<file path="src/mem_init_regs.svh">
`ifndef MEM_INIT_REGS_SVH
`define MEM_INIT_REGS_SVH
// Clock period in picoseconds (125 MHz).
`define CLK_PERIOD_PS 8000
// Settling time before the first mode load, in microseconds.
`define SETTLE_TIME_US 200
`define SETTLE_CYCLES ((`SETTLE_TIME_US * 1000000 + `CLK_PERIOD_PS - 1) / `CLK_PERIOD_PS)
// Dummy mode loads issued ahead of the valid one.
`define DUMMY_LOADS 2
// Gap after a mode load, in memory clock cycles.
`define MODE_LOAD_GAP 6
// Bank count and idle commands of the refresh phase.
`define BANK_COUNT 8
`define INIT_NOP_COUNT 1024
// Longest average refresh interval, in nanoseconds.
`define REFRESH_AVG_NS 240
`define REFRESH_AVG_CYCLES ((`REFRESH_AVG_NS * 1000) / `CLK_PERIOD_PS)
// Interval of an eight-refresh burst, in nanoseconds.
`define REFRESH_BURST_NS 1950
`define REFRESH_BURST_CYCLES ((`REFRESH_BURST_NS * 1000) / `CLK_PERIOD_PS)
// Row cycle time, in clock cycles.
`define ROW_CYCLE_GAP 8
`endif
</file>
<file path="src/mem_init_pkg.sv">
package mem_init_pkg;
   typedef enum logic [2:0]
   {
      CMD_NOP = 3'h0,
      CMD_MODE_LOAD = 3'h1,
      CMD_BANK_REFRESH = 3'h2
   } cmd_t;
   typedef enum logic [2:0]
   {
      ST_SETTLE = 3'h0,
      ST_DUMMY = 3'h1,
      ST_VALID = 3'h3,
      ST_GAP = 3'h2,
      ST_INIT_REF = 3'h6,
      ST_ROW_WAIT = 3'h7,
      ST_RUN = 3'h5
   } state_t;
   typedef struct packed
   {
      cmd_t cmd;
      logic [2:0] bank;
      logic [17:0] addr;
   } mem_cmd_t;
endpackage : mem_init_pkg

</file>
<file path="src/mem_init_refresh_sequence.sv">
// Operation
// - Only no-operation commands are driven from power-up until the mode loads begin.
// - Stable no-operation conditions are held for at least 200 us before the first mode load.
// - At least three mode loads are issued in a row, two or more dummies then one valid load.
// - The dummy and valid mode loads occupy consecutive cycles with no recovery gap between them.
// - All address lines are driven low during the dummy mode loads.
// - After the mode load gap, one refresh per bank and 1,024 no-operations precede normal operation.
// - The eight initialization refreshes may sit anywhere among the 1,024 no-operations.
// - A bank is not given a valid command until the row cycle time after its refresh has passed; the code waits only after the initialization refreshes.
// - In normal operation the average refresh interval stays at or below 0.24 us.
// - Optionally, eight refreshes on consecutive cycles are repeated every 1.95 us.
// - A mode load is issued only while all banks are idle and no burst is in progress.
// - After a mode load, at least 6 cycles pass before any other command.
`timescale 1ns/1ps
`default_nettype none
`include "mem_init_regs.svh"
module mem_init_refresh_sequence #(
   parameter int SETTLE_CYCLES = `SETTLE_CYCLES,
   parameter int DUMMY_LOADS = `DUMMY_LOADS,
   parameter int INIT_NOPS = `INIT_NOP_COUNT
)
(
   input wire logic clk,
   input wire logic rst_n,
   input wire logic startReq,
   input wire logic burstRefresh,
   input wire logic [17:0] modeValue,
   output var mem_init_pkg::mem_cmd_t memCmd,
   output logic initDone,
   output logic refreshSlot
);
   typedef struct packed
   {
      mem_init_pkg::state_t state;
      logic [31:0] count;
      logic [10:0] nops;
      logic [3:0] refs;
      logic [3:0] loads;
      logic [15:0] refTimer;
      logic [3:0] burstLeft;
      logic [2:0] nextBank;
      mem_init_pkg::mem_cmd_t cmd;
      logic done;
      logic slot;
   } seq_t;

   seq_t s_reg;
   seq_t s_next;

   always_comb
   begin
      s_next = s_reg;
      s_next.cmd = '{cmd: mem_init_pkg::CMD_NOP, bank: 3'h0, addr: 18'h0};
      s_next.slot = 1'b0;
      unique case (s_reg.state)
         mem_init_pkg::ST_SETTLE:
         begin
            // The wait only counts once the caller reports supplies and clocks stable.
            if (startReq)
            begin
               if (s_reg.count >= 32'(SETTLE_CYCLES - 1))
               begin
                  s_next.state = mem_init_pkg::ST_DUMMY;
                  s_next.count = 32'h0;
               end
               else
               begin
                  s_next.count = s_reg.count + 32'h1;
               end
            end
            else
            begin
               s_next.count = 32'h0;
            end
         end
         mem_init_pkg::ST_DUMMY:
         begin
            // Nothing else is open at this point, so banks are idle.
            s_next.cmd.cmd = mem_init_pkg::CMD_MODE_LOAD;
            s_next.cmd.addr = 18'h0;
            s_next.loads = s_reg.loads + 4'h1;
            if (s_reg.loads >= 4'(DUMMY_LOADS - 1))
            begin
               s_next.state = mem_init_pkg::ST_VALID;
            end
         end
         mem_init_pkg::ST_VALID:
         begin
            s_next.cmd.cmd = mem_init_pkg::CMD_MODE_LOAD;
            s_next.cmd.addr = {8'h00, modeValue[9:0]};
            s_next.loads = s_reg.loads + 4'h1;
            s_next.state = mem_init_pkg::ST_GAP;
            s_next.count = 32'h0;
         end
         mem_init_pkg::ST_GAP:
         begin
            // The valid load leaves the pins in this cycle, so it starts the gap count.
            if (s_reg.count >= 32'(`MODE_LOAD_GAP - 1))
            begin
               s_next.state = mem_init_pkg::ST_INIT_REF;
               s_next.count = 32'h0;
            end
            else
            begin
               s_next.count = s_reg.count + 32'h1;
            end
         end
         mem_init_pkg::ST_INIT_REF:
         begin
            // Refreshes lead, then the idle run; any placement would do.
            if (s_reg.refs < 4'(`BANK_COUNT))
            begin
               s_next.cmd.cmd = mem_init_pkg::CMD_BANK_REFRESH;
               s_next.cmd.bank = s_reg.refs[2:0];
               s_next.refs = s_reg.refs + 4'h1;
            end
            else if (s_reg.nops < 11'(INIT_NOPS))
            begin
               s_next.nops = s_reg.nops + 11'h1;
            end
            else
            begin
               s_next.state = mem_init_pkg::ST_ROW_WAIT;
               s_next.count = 32'h0;
            end
         end
         mem_init_pkg::ST_ROW_WAIT:
         begin
            // With 1,024 idles after the last refresh this is already met, but it is kept explicit.
            if (s_reg.count >= 32'(`ROW_CYCLE_GAP - 1))
            begin
               s_next.state = mem_init_pkg::ST_RUN;
               s_next.done = 1'b1;
               s_next.refTimer = 16'h0;
            end
            else
            begin
               s_next.count = s_reg.count + 32'h1;
            end
         end
         mem_init_pkg::ST_RUN:
         begin
            s_next.refTimer = s_reg.refTimer + 16'h1;
            if (s_reg.burstLeft != 4'h0)
            begin
               s_next.cmd.cmd = mem_init_pkg::CMD_BANK_REFRESH;
               s_next.cmd.bank = s_reg.nextBank;
               s_next.nextBank = s_reg.nextBank + 3'h1;
               s_next.burstLeft = s_reg.burstLeft - 4'h1;
            end
            // The timer also runs through the burst cycles, so the burst period is the full interval.
            else if (burstRefresh && s_reg.refTimer >= 16'(`REFRESH_BURST_CYCLES - 1))
            begin
               s_next.refTimer = 16'h0;
               s_next.burstLeft = 4'(`BANK_COUNT);
            end
            else if (!burstRefresh && s_reg.refTimer >= 16'(`REFRESH_AVG_CYCLES - 1))
            begin
               s_next.refTimer = 16'h0;
               s_next.cmd.cmd = mem_init_pkg::CMD_BANK_REFRESH;
               s_next.cmd.bank = s_reg.nextBank;
               s_next.nextBank = s_reg.nextBank + 3'h1;
            end
            else
            begin
               // Free cycle: the user may put a read or write here.
               s_next.slot = 1'b1;
            end
         end
         default:
         begin
            s_next.state = mem_init_pkg::ST_SETTLE;
         end
      endcase
   end

   always_ff @(posedge clk or negedge rst_n)
   begin
      if (!rst_n)
      begin
         s_reg <= '{state: mem_init_pkg::ST_SETTLE, cmd: '{cmd: mem_init_pkg::CMD_NOP, bank: 3'h0, addr: 18'h0},
                    default: '0};
      end
      else
      begin
         s_reg <= s_next;
      end
   end

   assign memCmd = s_reg.cmd;
   assign initDone = s_reg.done;
   assign refreshSlot = s_reg.slot;
endmodule : mem_init_refresh_sequence
`default_nettype wire

</file>
<file path="config.mk">
export PLATFORM = sky130hd
export DESIGN_NAME = mem_init_refresh_sequence
export DESIGN_NICKNAME = d
export VERILOG_FILES = /design/src/mem_init_pkg.sv /design/src/mem_init_refresh_sequence.sv
export VERILOG_INCLUDE_DIRS = /design/src
export SDC_FILE = /design/constraint.sdc
export NUM_CORES = 1
export LEC_CHECK = 0
export BUFFER_PORTS_ARGS = -buffer_cell sky130_fd_sc_hd__buf_2
export CORE_UTILIZATION = 41
export DETAILED_ROUTE_END_ITERATION = 10
export GPL_TIMING_DRIVEN = 0
export PLACE_DENSITY_LB_ADDON = 0.2
export SETUP_SLACK_MARGIN = 0.1
export SLEW_MARGIN = 0
export SYNTH_ARGS = -nofsm -noshare
export SYNTH_HDL_FRONTEND = slang
export SYNTH_SLANG_ARGS = --single-unit
</file>
<file path="constraint.sdc">
create_clock -name clk -period 2.7 [get_ports clk]
set_input_delay 0.405 -clock clk [delete_from_list [all_inputs] [get_ports clk]]
set_output_delay 0.405 -clock clk [all_outputs]
set_load 0.03 [all_outputs]
</file>
=== After elaboration in Yosys (flattened, before gate mapping) ===
Index checks and enable logic that the tools add are counted.

* Flip-flop bits (word level): 103
* Logic and storage cells: 94
* Output and inout port bits: 26

* Bitwise operators: 2
* Eq/ne operators: 15
* Magnitude comparators: 8
* Muxes and demuxes: 31
* Add/sub/neg operators: 7
* Reductions and logical operators: 18

{| class="wikitable"
|+ Operator list
! operator !! count
|-
| one-hot mux 32 bit (5 select lines) || 1
|-
| two-way mux 32 bit || 4
|-
| >= comparator 32 x 3 -> 1 bit, second input constant || 2
|-
| two-way mux 16 bit || 4
|-
| two-way mux 46 bit || 1
|-
| two-way mux 35 bit || 1
|-
| adder 32 x 1 -> 32 bit, second input constant || 1
|-
| >= comparator 32 x 15 -> 1 bit, second input constant || 1
|-
| one-hot mux 16 bit (2 select lines) || 1
|-
| one-hot mux 3 bit (7 select lines) || 1
|-
| two-way mux 9 bit || 2
|-
| inequality test 2 bit, second input constant || 9
|-
| adder 16 x 1 -> 16 bit, second input constant || 1
|-
| >= comparator 16 x 5 -> 1 bit, second input constant || 1
|-
| >= comparator 16 x 8 -> 1 bit, second input constant || 1
|-
| two-way mux 3 bit || 5
|-
| two-way mux 13 bit || 1
|-
| adder 11 x 1 -> 11 bit, second input constant || 1
|-
| < comparator 11 bit, second input constant || 1
|-
| two-way mux 11 bit || 1
|-
| two-way mux 10 bit || 1
|-
| equality test 3 bit, second input constant || 3
|-
| one-hot mux 3 bit (3 select lines) || 1
|-
| adder 4 x 1 -> 4 bit, second input constant || 2
|-
| other kinds (22) || 34
|}

=== Longest topological paths before layout ===
Gate-level depths: netlist of the first run.

* Word-level depth: 6
* Gate-level depth with buffers: 10

=== Worst setup path before layout of the first run ===
No wires, ideal clock.

* Kind: register to register
* Start: register s_reg[68] in the netlist's numbering
* End: register s_reg[81] in the netlist's numbering
* Required time: 2.620 ns
* Cell stages (with the launch flop): 9
* Path buffers: 1
* Setup slack: 0.638 ns
* Arrival: 1.982 ns
* Path through: dfrtp_1 -> ha_1 -> and2_1 -> o31a_1 -> o21ai_0 -> a211oi_1 -> buf_6 -> or4_4 -> o211ai_2

* Cells in the longest elaborated chain, start to end: 4

{| class="wikitable"
|+ Ends and longest elaborated chain
! item !! line !! text
|-
| start: declaration || mem_init_refresh_sequence.sv:47 || <nowiki>seq_t s_reg;</nowiki>
|-
| start signal: assignment || mem_init_refresh_sequence.sv:181 || <nowiki>s_reg <= '{state: mem_init_pkg::ST_SETTLE, cmd: '{cmd: mem_init_pkg::CMD_NOP, bank: 3'h0, addr: 18'h0},</nowiki>
|-
| start signal: assignment || mem_init_refresh_sequence.sv:186 || <nowiki>s_reg <= s_next;</nowiki>
|-
| adder 32 x 1 -> 32 bit or >= comparator 32 x 15 -> 1 bit (tied branches) || - ||
|-
| two-way mux 32 bit || mem_init_refresh_sequence.sv:61 || <nowiki>if (s_reg.count >= 32'(SETTLE_CYCLES - 1))</nowiki>
|-
| two-way mux 32 bit || mem_init_refresh_sequence.sv:59 || <nowiki>if (startReq)</nowiki>
|-
| one-hot mux 32 bit (5 select lines) || mem_init_refresh_sequence.sv:55 || <nowiki>unique case (s_reg.state)</nowiki>
|}

Parallel ways exist; a longest one is shown, timed or not. The select of a mux whose other input is x is not followed.
A chain may end at the register's enable or synchronous reset.

=== Worst setup path in the final report of the first run ===
* Start: register s_reg[29] in the netlist's numbering
* End: register s_reg[45] in the netlist's numbering

* Cells in the longest elaborated chain, start to end: 3

{| class="wikitable"
|+ Ends and longest elaborated chain
! item !! line !! text
|-
| nonzero test 4 bit || mem_init_refresh_sequence.sv:144 || <nowiki>if (s_reg.burstLeft != 4'h0)</nowiki>
|-
| two-way mux 16 bit || mem_init_refresh_sequence.sv:144 ||
|-
| one-hot mux 16 bit (2 select lines) || mem_init_refresh_sequence.sv:55 ||
|}

Every way passes these cells.

==> results of run 1 <==
-- how the worst max path moves through the flow --
| stage | startpoint | to | slack [ps] |
|---|---|---|---|
| floorplan | s_reg[68] | s_reg[81] | 640 |
| global placement | rst_n | s_reg[34] | 250 |
| detailed placement | s_reg[29] | s_reg[45] | 250 |
| CTS | s_reg[29] | s_reg[45] | 240 |
| global route | s_reg[42] | s_reg[47] | 70 |
| finish | s_reg[29] | s_reg[45] | 270 |
-- stage by stage --
| step | setup slack, ps | util | total power, uW | instance area (um^2) | hold WS (ps) |
|---|---|---|---|---|---|
| 5_1_grt | 72.3 | 0.492 | 2890 | 5420 | 284 |
| 4_1_cts | 243 | 0.491 | 2820 | 5420 | 282 |
| 6_report | 267 | 0.492 | 2780 | 5420 | 293 |
| 3_3_place_gp | 255 | 0.460 | 1500 | 5070 | 456 |
| 2_1_floorplan | 638 | - | 1460 | 4750 | 109 |
| 3_5_place_dp | 255 | 0.463 | 1510 | 5100 | 352 |
-- final cells by class --
cell class | count | area share
sequential | 94 | 0.434
multi-input combinational | 331 | 0.385
buffer | 37 | 0.0452
clock buffer | 10 | 0.0422
timing repair buffer | 32 | 0.0351
tap | 140 | 0.0323
clock inverter | 6 | 0.0138
inverter | 19 | 0.0131
-- cells by family (layout without fill, tap and decap cells) --
| group | count (synthesis) | count (layout) |
|---|---|---|
| other cells | 1 | 9 |
| compound gates | 101 | 101 |
| fa+ha+maj | 13 | 13 |
| mux | 4 | 4 |
| buf+inv | 56 | 104 |
| simple gates | 183 | 183 |
| xor+xnor | 21 | 21 |
| flops | 94 | 94 |
-- per-layer routing --
layer  vias up  routed length (um)  global-route usage
met5         -                   0                   0
met4         0                 166              0.0695
met3        12                 289              0.0362
met2        62                4210               0.276
met1      1744                4580               0.231
li1       1766                   -                   -
-- power breakdown --
group	switching (uW)	internal, uW
logic	49.4	21.6
clock network	565	735
registers	0	1410
-- placed cells by master (no fill, tap or decap), drive strengths merged, types with 5 or more instances in the layout --
cell	synthesis	routed
a21o	8	8
a21oi	23	23
a22o	9	9
a31oi	11	11
and3	32	32
buf	32	63
clkbuf	5	15
conb	1	9
dfrtp	94	94
ha	13	13
inv	19	23
nand2	31	31
nand3	17	17
nand4	6	6
nor2	43	43
nor3	8	8
nor3b	5	5
nor4	14	14
o21ai	28	28
or3	5	5
xnor2	11	11
xor2	10	10
-- what timing repair did --
action	CTS	global route
resized for setup	0	1
hold buffers	1	0
setup endpoints to repair	0	4
endpoints found under the hold margin	25	0
==> metrics, run 1 <==
Worst Path Class, Setup reg -> reg; largest family of logic cells by synthesized area simple AND/OR/NAND/NOR gates; root buffer cell sky130_fd_sc_hd__clkbuf_16; detailed-route wire length per cell 13.8 um; setup slack, reg-to-reg 270 ps; proportion of layout cells with a drive suffix above 1 0.187; master of the slowest instance on the critical path sky130_fd_sc_hd__nor4_1; DRT antenna net count 0; overall fraction of global-route tracks in use 0.173; Setup violations, final 0; fraction of the yosys area taken by sequential cells 0.498; Core Area 11000 um^2; die area 11900 um^2; cell type with the largest total area after synthesis sky130_fd_sc_hd__dfrtp_1; Sink Count 94; ratio of final minimum period to clock period 0.901; antenna violations before repair 0; fillers 1056; Final GP Congestion 0.761; largest net degree at the start of global routing 70; count of nets after finishing 559; Fmax achieved 0.411 GHz; outcome finished, final reports clean; count leader, synth sky130_fd_sc_hd__dfrtp_1; worst reg-to-reg path cell count 6; top-level I/O count 48; clock input transition at the sequential cells of the worst setup and hold paths 70 ps; global-route wire length before repair 16000 um; Synth Area in Compound Gates 0.138; unrepaired setup endpoints after global routing yes; remaining routing DRC violations 0; std cell rows 38; CTS tree built; total number of vias 3584; HPWL Detailed 6570 um; endpoint of the worst register-to-register path s_reg[45]; Crit path arrival time 2660 ps; iteration count of the initial detailed-routing pass 4; critical path capture point type register; number of buffers and inverters on the critical path 1; Worst IR Drop VDD 0.000268 V; effective utilization at floorplan 0.428; max reg flops 77; post-synthesis cell type count 51; prevailing post-synth register cell sky130_fd_sc_hd__dfrtp_1; class of the worst hold path in -> reg; cells after synthesis 473; worst slew pin tran 847 ps; number of global-route vias before repair 3446; post-CTS repair timing setup buffer count 0; Yosys warning count 0; power density cells 512 nW/um^2; combined area of the multi-input logic cells 2090 um^2; hold path startpoint modeValue[6]; Max clock buf depth 2; number of cells after detailed placement 652; final std cells w/o fill 669; leakage 0.00276 uW; initial drt markers 178; insertion delay to the later sink of the worst-skew pair 340 ps; count of flip-flops with a built-in enable after synthesis 0; area used by sequential logic in the layout 2350 um^2; netlist area before placement 4720 um^2; Synth top area share 0.498; post-layout min period 2430 ps; WL final 9250 um; CTS H-tree depth 3; headroom to the max-slew limit 0.430; #FFs+latches synth 94; Crit Reg-Reg Startpoint s_reg[29]; Total Negative Setup Slacks 0 ps; slowest cell delay on critical path 770 ps; syn_area_per_cell 9.98 um^2; startpoint types register; antenna fix cells 0; endpoint required time on the critical path 2930 ps; Synth Area in Simple Gates 0.213; fin. max-slew vios 0; max-capacitance violation count 0; share of the synthesized netlist area taken by xor and xnor gates 0.0390; mux share of post-synthesis cell area 0.00954; Via-to-Cell Ratio 5.36; count of buffers inserted at the top-level ports 30; main area contributors after synthesis sky130_fd_sc_hd__dfrtp_1, sky130_fd_sc_hd__and3_1, sky130_fd_sc_hd__buf_4; Endpoint, Worst Hold memCmd[6]; overall die width 109 um; adder and majority cell fraction of the synthesized area 0.0345; number of buffers added by the clock tree synthesis step 9; series of cell instances along the critical path nor4_1, o311ai_1, nand3_2, buf_2, o21ai_0, a21o_1; critical path fanouts, max 10; leftover overflow at the end of global routing 0; die span in y 109 um; total stage count of the critical path 6; worst-case clock skew 10.4 ps; delay-heaviest family, CP simple AND/OR/NAND/NOR gates; hold violation total from the final report 0; async set or reset register ratio after synthesis 1.00; Hold Path Depth 2; Area Growth Syn to Fin 14.9%; ranking of synthesized cells by instance count sky130_fd_sc_hd__dfrtp_1, sky130_fd_sc_hd__nor2_1, sky130_fd_sc_hd__and3_1
Note: power is estimated with default switching activity, not from simulation.
==> run 2: changes to the inputs <==
Settings changed: CORE_MARGIN set to 4.
==> metrics, run 2 (synthesized netlist as in run 1, its figures left out) <==
outcome finished, final reports clean; max-capacitance violation count 0 (unchanged); leakage 0.00274 uW (-0.71%); root buffer cell sky130_fd_sc_hd__clkbuf_16; series of cell instances along the critical path ha_1, and2_1, o31a_1, o21ai_0, a211oi_1, buf_6, nor2_1, mux2_2; worst slew pin tran 656 ps (-191 ps); Setup violations, final 0 (unchanged); most frequent cells in the layout sky130_fd_sc_hd__dfrtp_1, sky130_fd_sc_hd__nor2_1, sky130_fd_sc_hd__buf_2, sky130_fd_sc_hd__and3_1, sky130_fd_sc_hd__nand2_1; overall fraction of global-route tracks in use 0.151 (-0.0228); total power 2640 uW (-5.0%); post-CTS repair timing setup buffer count 0 (unchanged); met3 usage in global routing 0.0226 (-0.0135); critical path capture point type register; most congested layer reported by global routing met2; class of the worst hold path in -> async; HPWL Detailed 6510 um (-0.82%); post-layout min period 2310 ps (-121 ps); hold violation total from the final report 0 (unchanged); initial drt markers 233 (+31%); die span in y 115 um (+5.5%); detailed-route wire length per cell 13.7 um (-1.0%); Worst Path Class, Setup reg -> reg; fin. max-slew vios 0 (unchanged); post-place setup slack 313 ps (+58.7 ps); leftover overflow at the end of global routing 0 (unchanged); overall die width 115 um (+5.5%); insertion delay to the later sink of the worst-skew pair 340 ps (about the same); WL final 9140 um (-1.2%); endpoint required time on the critical path 2970 ps (+40 ps); remaining routing DRC violations 0 (unchanged); power density cells 490 nW/um^2 (-4.4%); Final GP Congestion 0.792 (+4.1%); effective utilization at floorplan 0.428 (unchanged); count of nets after finishing 558 (-0.18%); Finished Core Util 0.489 (-0.00295); Crit path arrival time 2590 ps (-70 ps); DRT antenna net count 0 (unchanged); count of buffers inserted at the top-level ports 30 (unchanged); ratio of final minimum period to clock period 0.856 (-0.0449); antenna fix cells 0 (unchanged); unrepaired setup endpoints after global routing no; global-route wire length before repair 16100 um (+0.39%); critical path fanouts, max 10 (unchanged); Total Negative Setup Slacks 0 ps (unchanged); largest net degree at the start of global routing 50 (-29%); startpoint types register; die area 13300 um^2 (+11%); number of global-route vias before repair 3379 (-1.9%); most common cell after layout, fill and taps aside sky130_fd_sc_hd__dfrtp_1; iteration count of the initial detailed-routing pass 4 (unchanged); Sink Count 94 (unchanged); clock input transition at the sequential cells of the worst setup and hold paths 60 ps (about the same); CTS H-tree depth 3 (unchanged); proportion of layout cells with a drive suffix above 1 0.189 (+0.00225); antenna violations before repair 0 (unchanged); met1 track demand over resource 0.220 (-0.0114); slowest cell delay on critical path 420 ps (-350 ps); number of buffers added by the clock tree synthesis step 9 (unchanged); met2 layer usage reported by global route 0.223 (-0.0528); Via-to-Cell Ratio 5.20 (-2.9%); Max clock buf depth 2 (unchanged); top-level I/O count 48 (unchanged); Fmax achieved 0.433 GHz (+5.2%); master of the slowest instance on the critical path sky130_fd_sc_hd__dfrtp_1; max reg flops 77 (unchanged); Area Growth Syn to Fin 14.2%; total number of vias 3475 (-3.0%); Worst IR Drop VDD 0.000259 V (-3.4%); min setup slack post-route 389 ps (+121 ps); headroom to the max-slew limit 0.563 (+0.133); std cell rows 38 (unchanged); worst-case clock skew 8.35 ps (-2.05 ps); CTS tree built; Core Area 11000 um^2 (unchanged); worst hold-check slack 73.2 ps (-220 ps)
==> run 2: repair_timing <==
item | in CTS | in global routing
endpoints found under the setup margin | 0 | 4
endpoints found under the hold margin | 0 | 0
gates resized for setup | 0 | 2
hold buffers | 0 | 0
==> run 2: area by class of cell <==
class | count | area [um^2]
flip-flops and latches | 94 | 2350
clock inverters | 6 | 46.3
plain buffers | 37 | 245
inverters | 19 | 71.3
multi-input cells | 331 | 2090
fillers | 1039 | 5640
well taps | 140 | 175
repair buffers | 31 | 180
clock buffers | 10 | 229
==> run 2: final timing paths <==
check / startpoint / endpoint / slack, ps / depth (start not counted)
min: rst_n / s_reg[79] / 70 / 1
max: s_reg[68] / s_reg[68] / 390 / 8
min in group clk: modeValue[4] / memCmd[4] / 300 / 2
min reg2reg: s_reg[52] / s_reg[52] / 470 / 1
max reg2reg: s_reg[68] / s_reg[68] / 390 / 8
max in group asynchronous: rst_n / s_reg[32] / 2000 / 2
==> run 2: per-layer routing <==
metal,routed length [um],up-vias,share of wire
met5,0,-,0
met4,150,0,0.016
met3,256,14,0.028
met2,4110,40,0.45
met1,4620,1652,0.51
li1,-,1769,-
==> run 2: per-stage QoR <==
stage	cells	area, um^2
final	668	5390
after global routing	668	5390
after CTS	668	5380
after detailed placement	652	5100
after global placement	651	5070
after floorplan	481	4750
==> run 2: where the power goes <==
part,total [uW],switching [uW],internal (uW)
Combinational,69.4,48.8,20.6
Sequential,1410,0,1410
Clock,1160,535,629
==> run 2: worst max-delay path, delay by kind of cell, from the launching register on <==
kind            cells  cell delay [ps]
simple gates        2              590
compound gates      3              580
flops               1              420
fa+ha+maj           1              240
mux                 1              240
buf+inv             1              170
==> run 3: changes to the inputs <==
Settings changed: RECOVER_POWER set to 50.
==> metrics, run 3 (synthesized netlist as in run 1, its figures left out) <==
Worst IR Drop VDD 0.000259 V (about the same); antenna fix cells 0 (unchanged); class of the worst hold path in -> async; master of the slowest instance on the critical path sky130_fd_sc_hd__dfrtp_1; worst-case clock skew 8.35 ps (unchanged); Sink Count 94 (unchanged); Core Area 11000 um^2 (unchanged); hold violation total from the final report 0 (unchanged); Total Negative Setup Slacks 0 ps (unchanged); HPWL Detailed 6510 um (unchanged); proportion of layout cells with a drive suffix above 1 0.180 (-0.00947); launching instance or port of the critical path s_reg[68]; Worst Path Class, Setup reg -> reg; global-route wire length before repair 16100 um (unchanged); initial drt markers 233 (unchanged); Final GP Congestion 0.792 (unchanged); Area Growth Syn to Fin 13.6%; Crit path arrival time 2580 ps (about the same); power density cells 492 nW/um^2 (+0.40%); die span in y 115 um (unchanged); detailed-route wire length per cell 13.7 um (unchanged); antenna violations before repair 0 (unchanged); max-capacitance violation count 0 (unchanged); DRT antenna net count 0 (unchanged); delay-heaviest family, CP simple AND/OR/NAND/NOR gates; fin. max-slew vios 0 (unchanged); max reg flops 77 (unchanged); overall fraction of global-route tracks in use 0.151 (unchanged); iteration count of the initial detailed-routing pass 4 (unchanged); Crit Reg-Reg Startpoint s_reg[68]; total stage count of the critical path 8 (unchanged); post-CTS repair timing setup buffer count 0 (unchanged); count of nets after finishing 558 (unchanged); slowest cell delay on critical path 420 ps (about the same); most common cell after layout, fill and taps aside sky130_fd_sc_hd__dfrtp_1; worst hold-check slack 271 ps (+197 ps); largest net degree at the start of global routing 50 (unchanged); number of buffers added by the clock tree synthesis step 9 (unchanged); leftover overflow at the end of global routing 0 (unchanged); unrepaired setup endpoints after global routing no; critical path fanouts, max 10 (unchanged); overall die width 115 um (unchanged); series of cell instances along the critical path ha_1, and2_1, o31a_1, o21ai_0, a211oi_1, buf_6, nor2_1, mux2_2; CTS tree built; worst reg-to-reg path cell count 8 (unchanged); clock input transition at the sequential cells of the worst setup and hold paths 60 ps (about the same); Post-CTS Resized 0 (unchanged); WL final 9140 um (unchanged); endpoint required time on the critical path 2970 ps (about the same); leakage 0.00271 uW (-1.1%); worst slew pin tran 1190 ps (+532 ps); std cell rows 38 (unchanged); Setup violations, final 0 (unchanged); Max clock buf depth 2 (unchanged); outcome finished, final reports clean; remaining routing DRC violations 0 (unchanged); Fmax achieved 0.433 GHz (about the same); critical path capture point type register; post-layout min period 2310 ps (-0.645 ps); count of buffers inserted at the top-level ports 30 (unchanged); headroom to the max-slew limit 0.208 (-0.355); die area 13300 um^2 (unchanged); CTS H-tree depth 3 (unchanged); startpoint types register; Via-to-Cell Ratio 5.20 (unchanged); insertion delay to the later sink of the worst-skew pair 340 ps (about the same); hold bufs inserted after CTS 0 (unchanged); most frequent cells in the layout sky130_fd_sc_hd__dfrtp_1, sky130_fd_sc_hd__nor2_1, sky130_fd_sc_hd__and3_1, sky130_fd_sc_hd__buf_2, sky130_fd_sc_hd__nand2_1; top-level I/O count 48 (unchanged); total number of vias 3475 (unchanged); ratio of final minimum period to clock period 0.856 (about the same); effective utilization at floorplan 0.428 (unchanged); number of buffers and inverters on the critical path 1 (unchanged); root buffer cell sky130_fd_sc_hd__clkbuf_16; number of global-route vias before repair 3379 (unchanged)
-- run 3: cell types whose count changed in the layout (fill, tap and decap cells not counted) --
cell,change
sky130_fd_sc_hd__buf_4,-1
sky130_fd_sc_hd__buf_2,-5
sky130_fd_sc_hd__clkbuf_2,+2
sky130_fd_sc_hd__buf_16,-1
sky130_fd_sc_hd__clkbuf_1,+5
-- run 3: worst reg2reg max path, cell delays in order, from the launching register on --
cell and delay [ps]:
sky130_fd_sc_hd__dfrtp_1 420, sky130_fd_sc_hd__ha_1 240, sky130_fd_sc_hd__and2_1 220, sky130_fd_sc_hd__o31a_1 260
sky130_fd_sc_hd__o21ai_0 180, sky130_fd_sc_hd__a211oi_1 150, sky130_fd_sc_hd__buf_6 170, sky130_fd_sc_hd__nor2_1 370
sky130_fd_sc_hd__mux2_2 240
-- run 3: per-stage QoR --
stage / area [um^2] / setup slack (ps) / power, uW / instances / util
6_report: 5360 / 389 / 2640 / 668 / 0.486
5_1_grt: 5360 / 124 / 2750 / 668 / 0.486
4_1_cts: 5380 / 321 / 2680 / 668 / 0.488
3_5_place_dp: 5100 / 313 / 1510 / 652 / 0.463
3_3_place_gp: 5070 / 278 / 1500 / 651 / 0.460
2_1_floorplan: 4750 / 638 / 1460 / 481 / -
-- run 3: final timing paths --
kind                             end  slack [ps]
setup / recovery           s_reg[68]         390
hold / removal             s_reg[79]         270
setup reg to reg           s_reg[68]         390
hold reg to reg            s_reg[52]         470
max in group asynchronous  s_reg[32]         690
min in group clk           memCmd[4]         300
-- run 3: power by group --
group / switching [uW] / total (uW) / leakage (uW) / internal (uW)
Clock: 535 / 1160 / 0.000129 / 629
Combinational: 48.1 / 64.5 / 0.00132 / 16.4
Sequential: 0 / 1410 / 0.00126 / 1410
-- run 3: final cells by class --
cell class              count  area, um^2
plain buffers              37         245
clock buffers              10         229
clock inverters             6        46.3
fillers                  1043        5670
inverters                  19        71.3
multi-input cells         331        2090
flip-flops and latches     94        2350
well taps                 140         175
repair buffers             31         149
-- run 3: per-layer routing --
| metal | up-vias | track usage | share of wire |
|---|---|---|---|
| li1 | 1769 | - | - |
| met1 | 1652 | 0.220 | 0.51 |
| met2 | 40 | 0.223 | 0.45 |
| met3 | 14 | 0.0226 | 0.029 |
| met4 | 0 | 0.0642 | 0.016 |
| met5 | - | 0 | 0 |
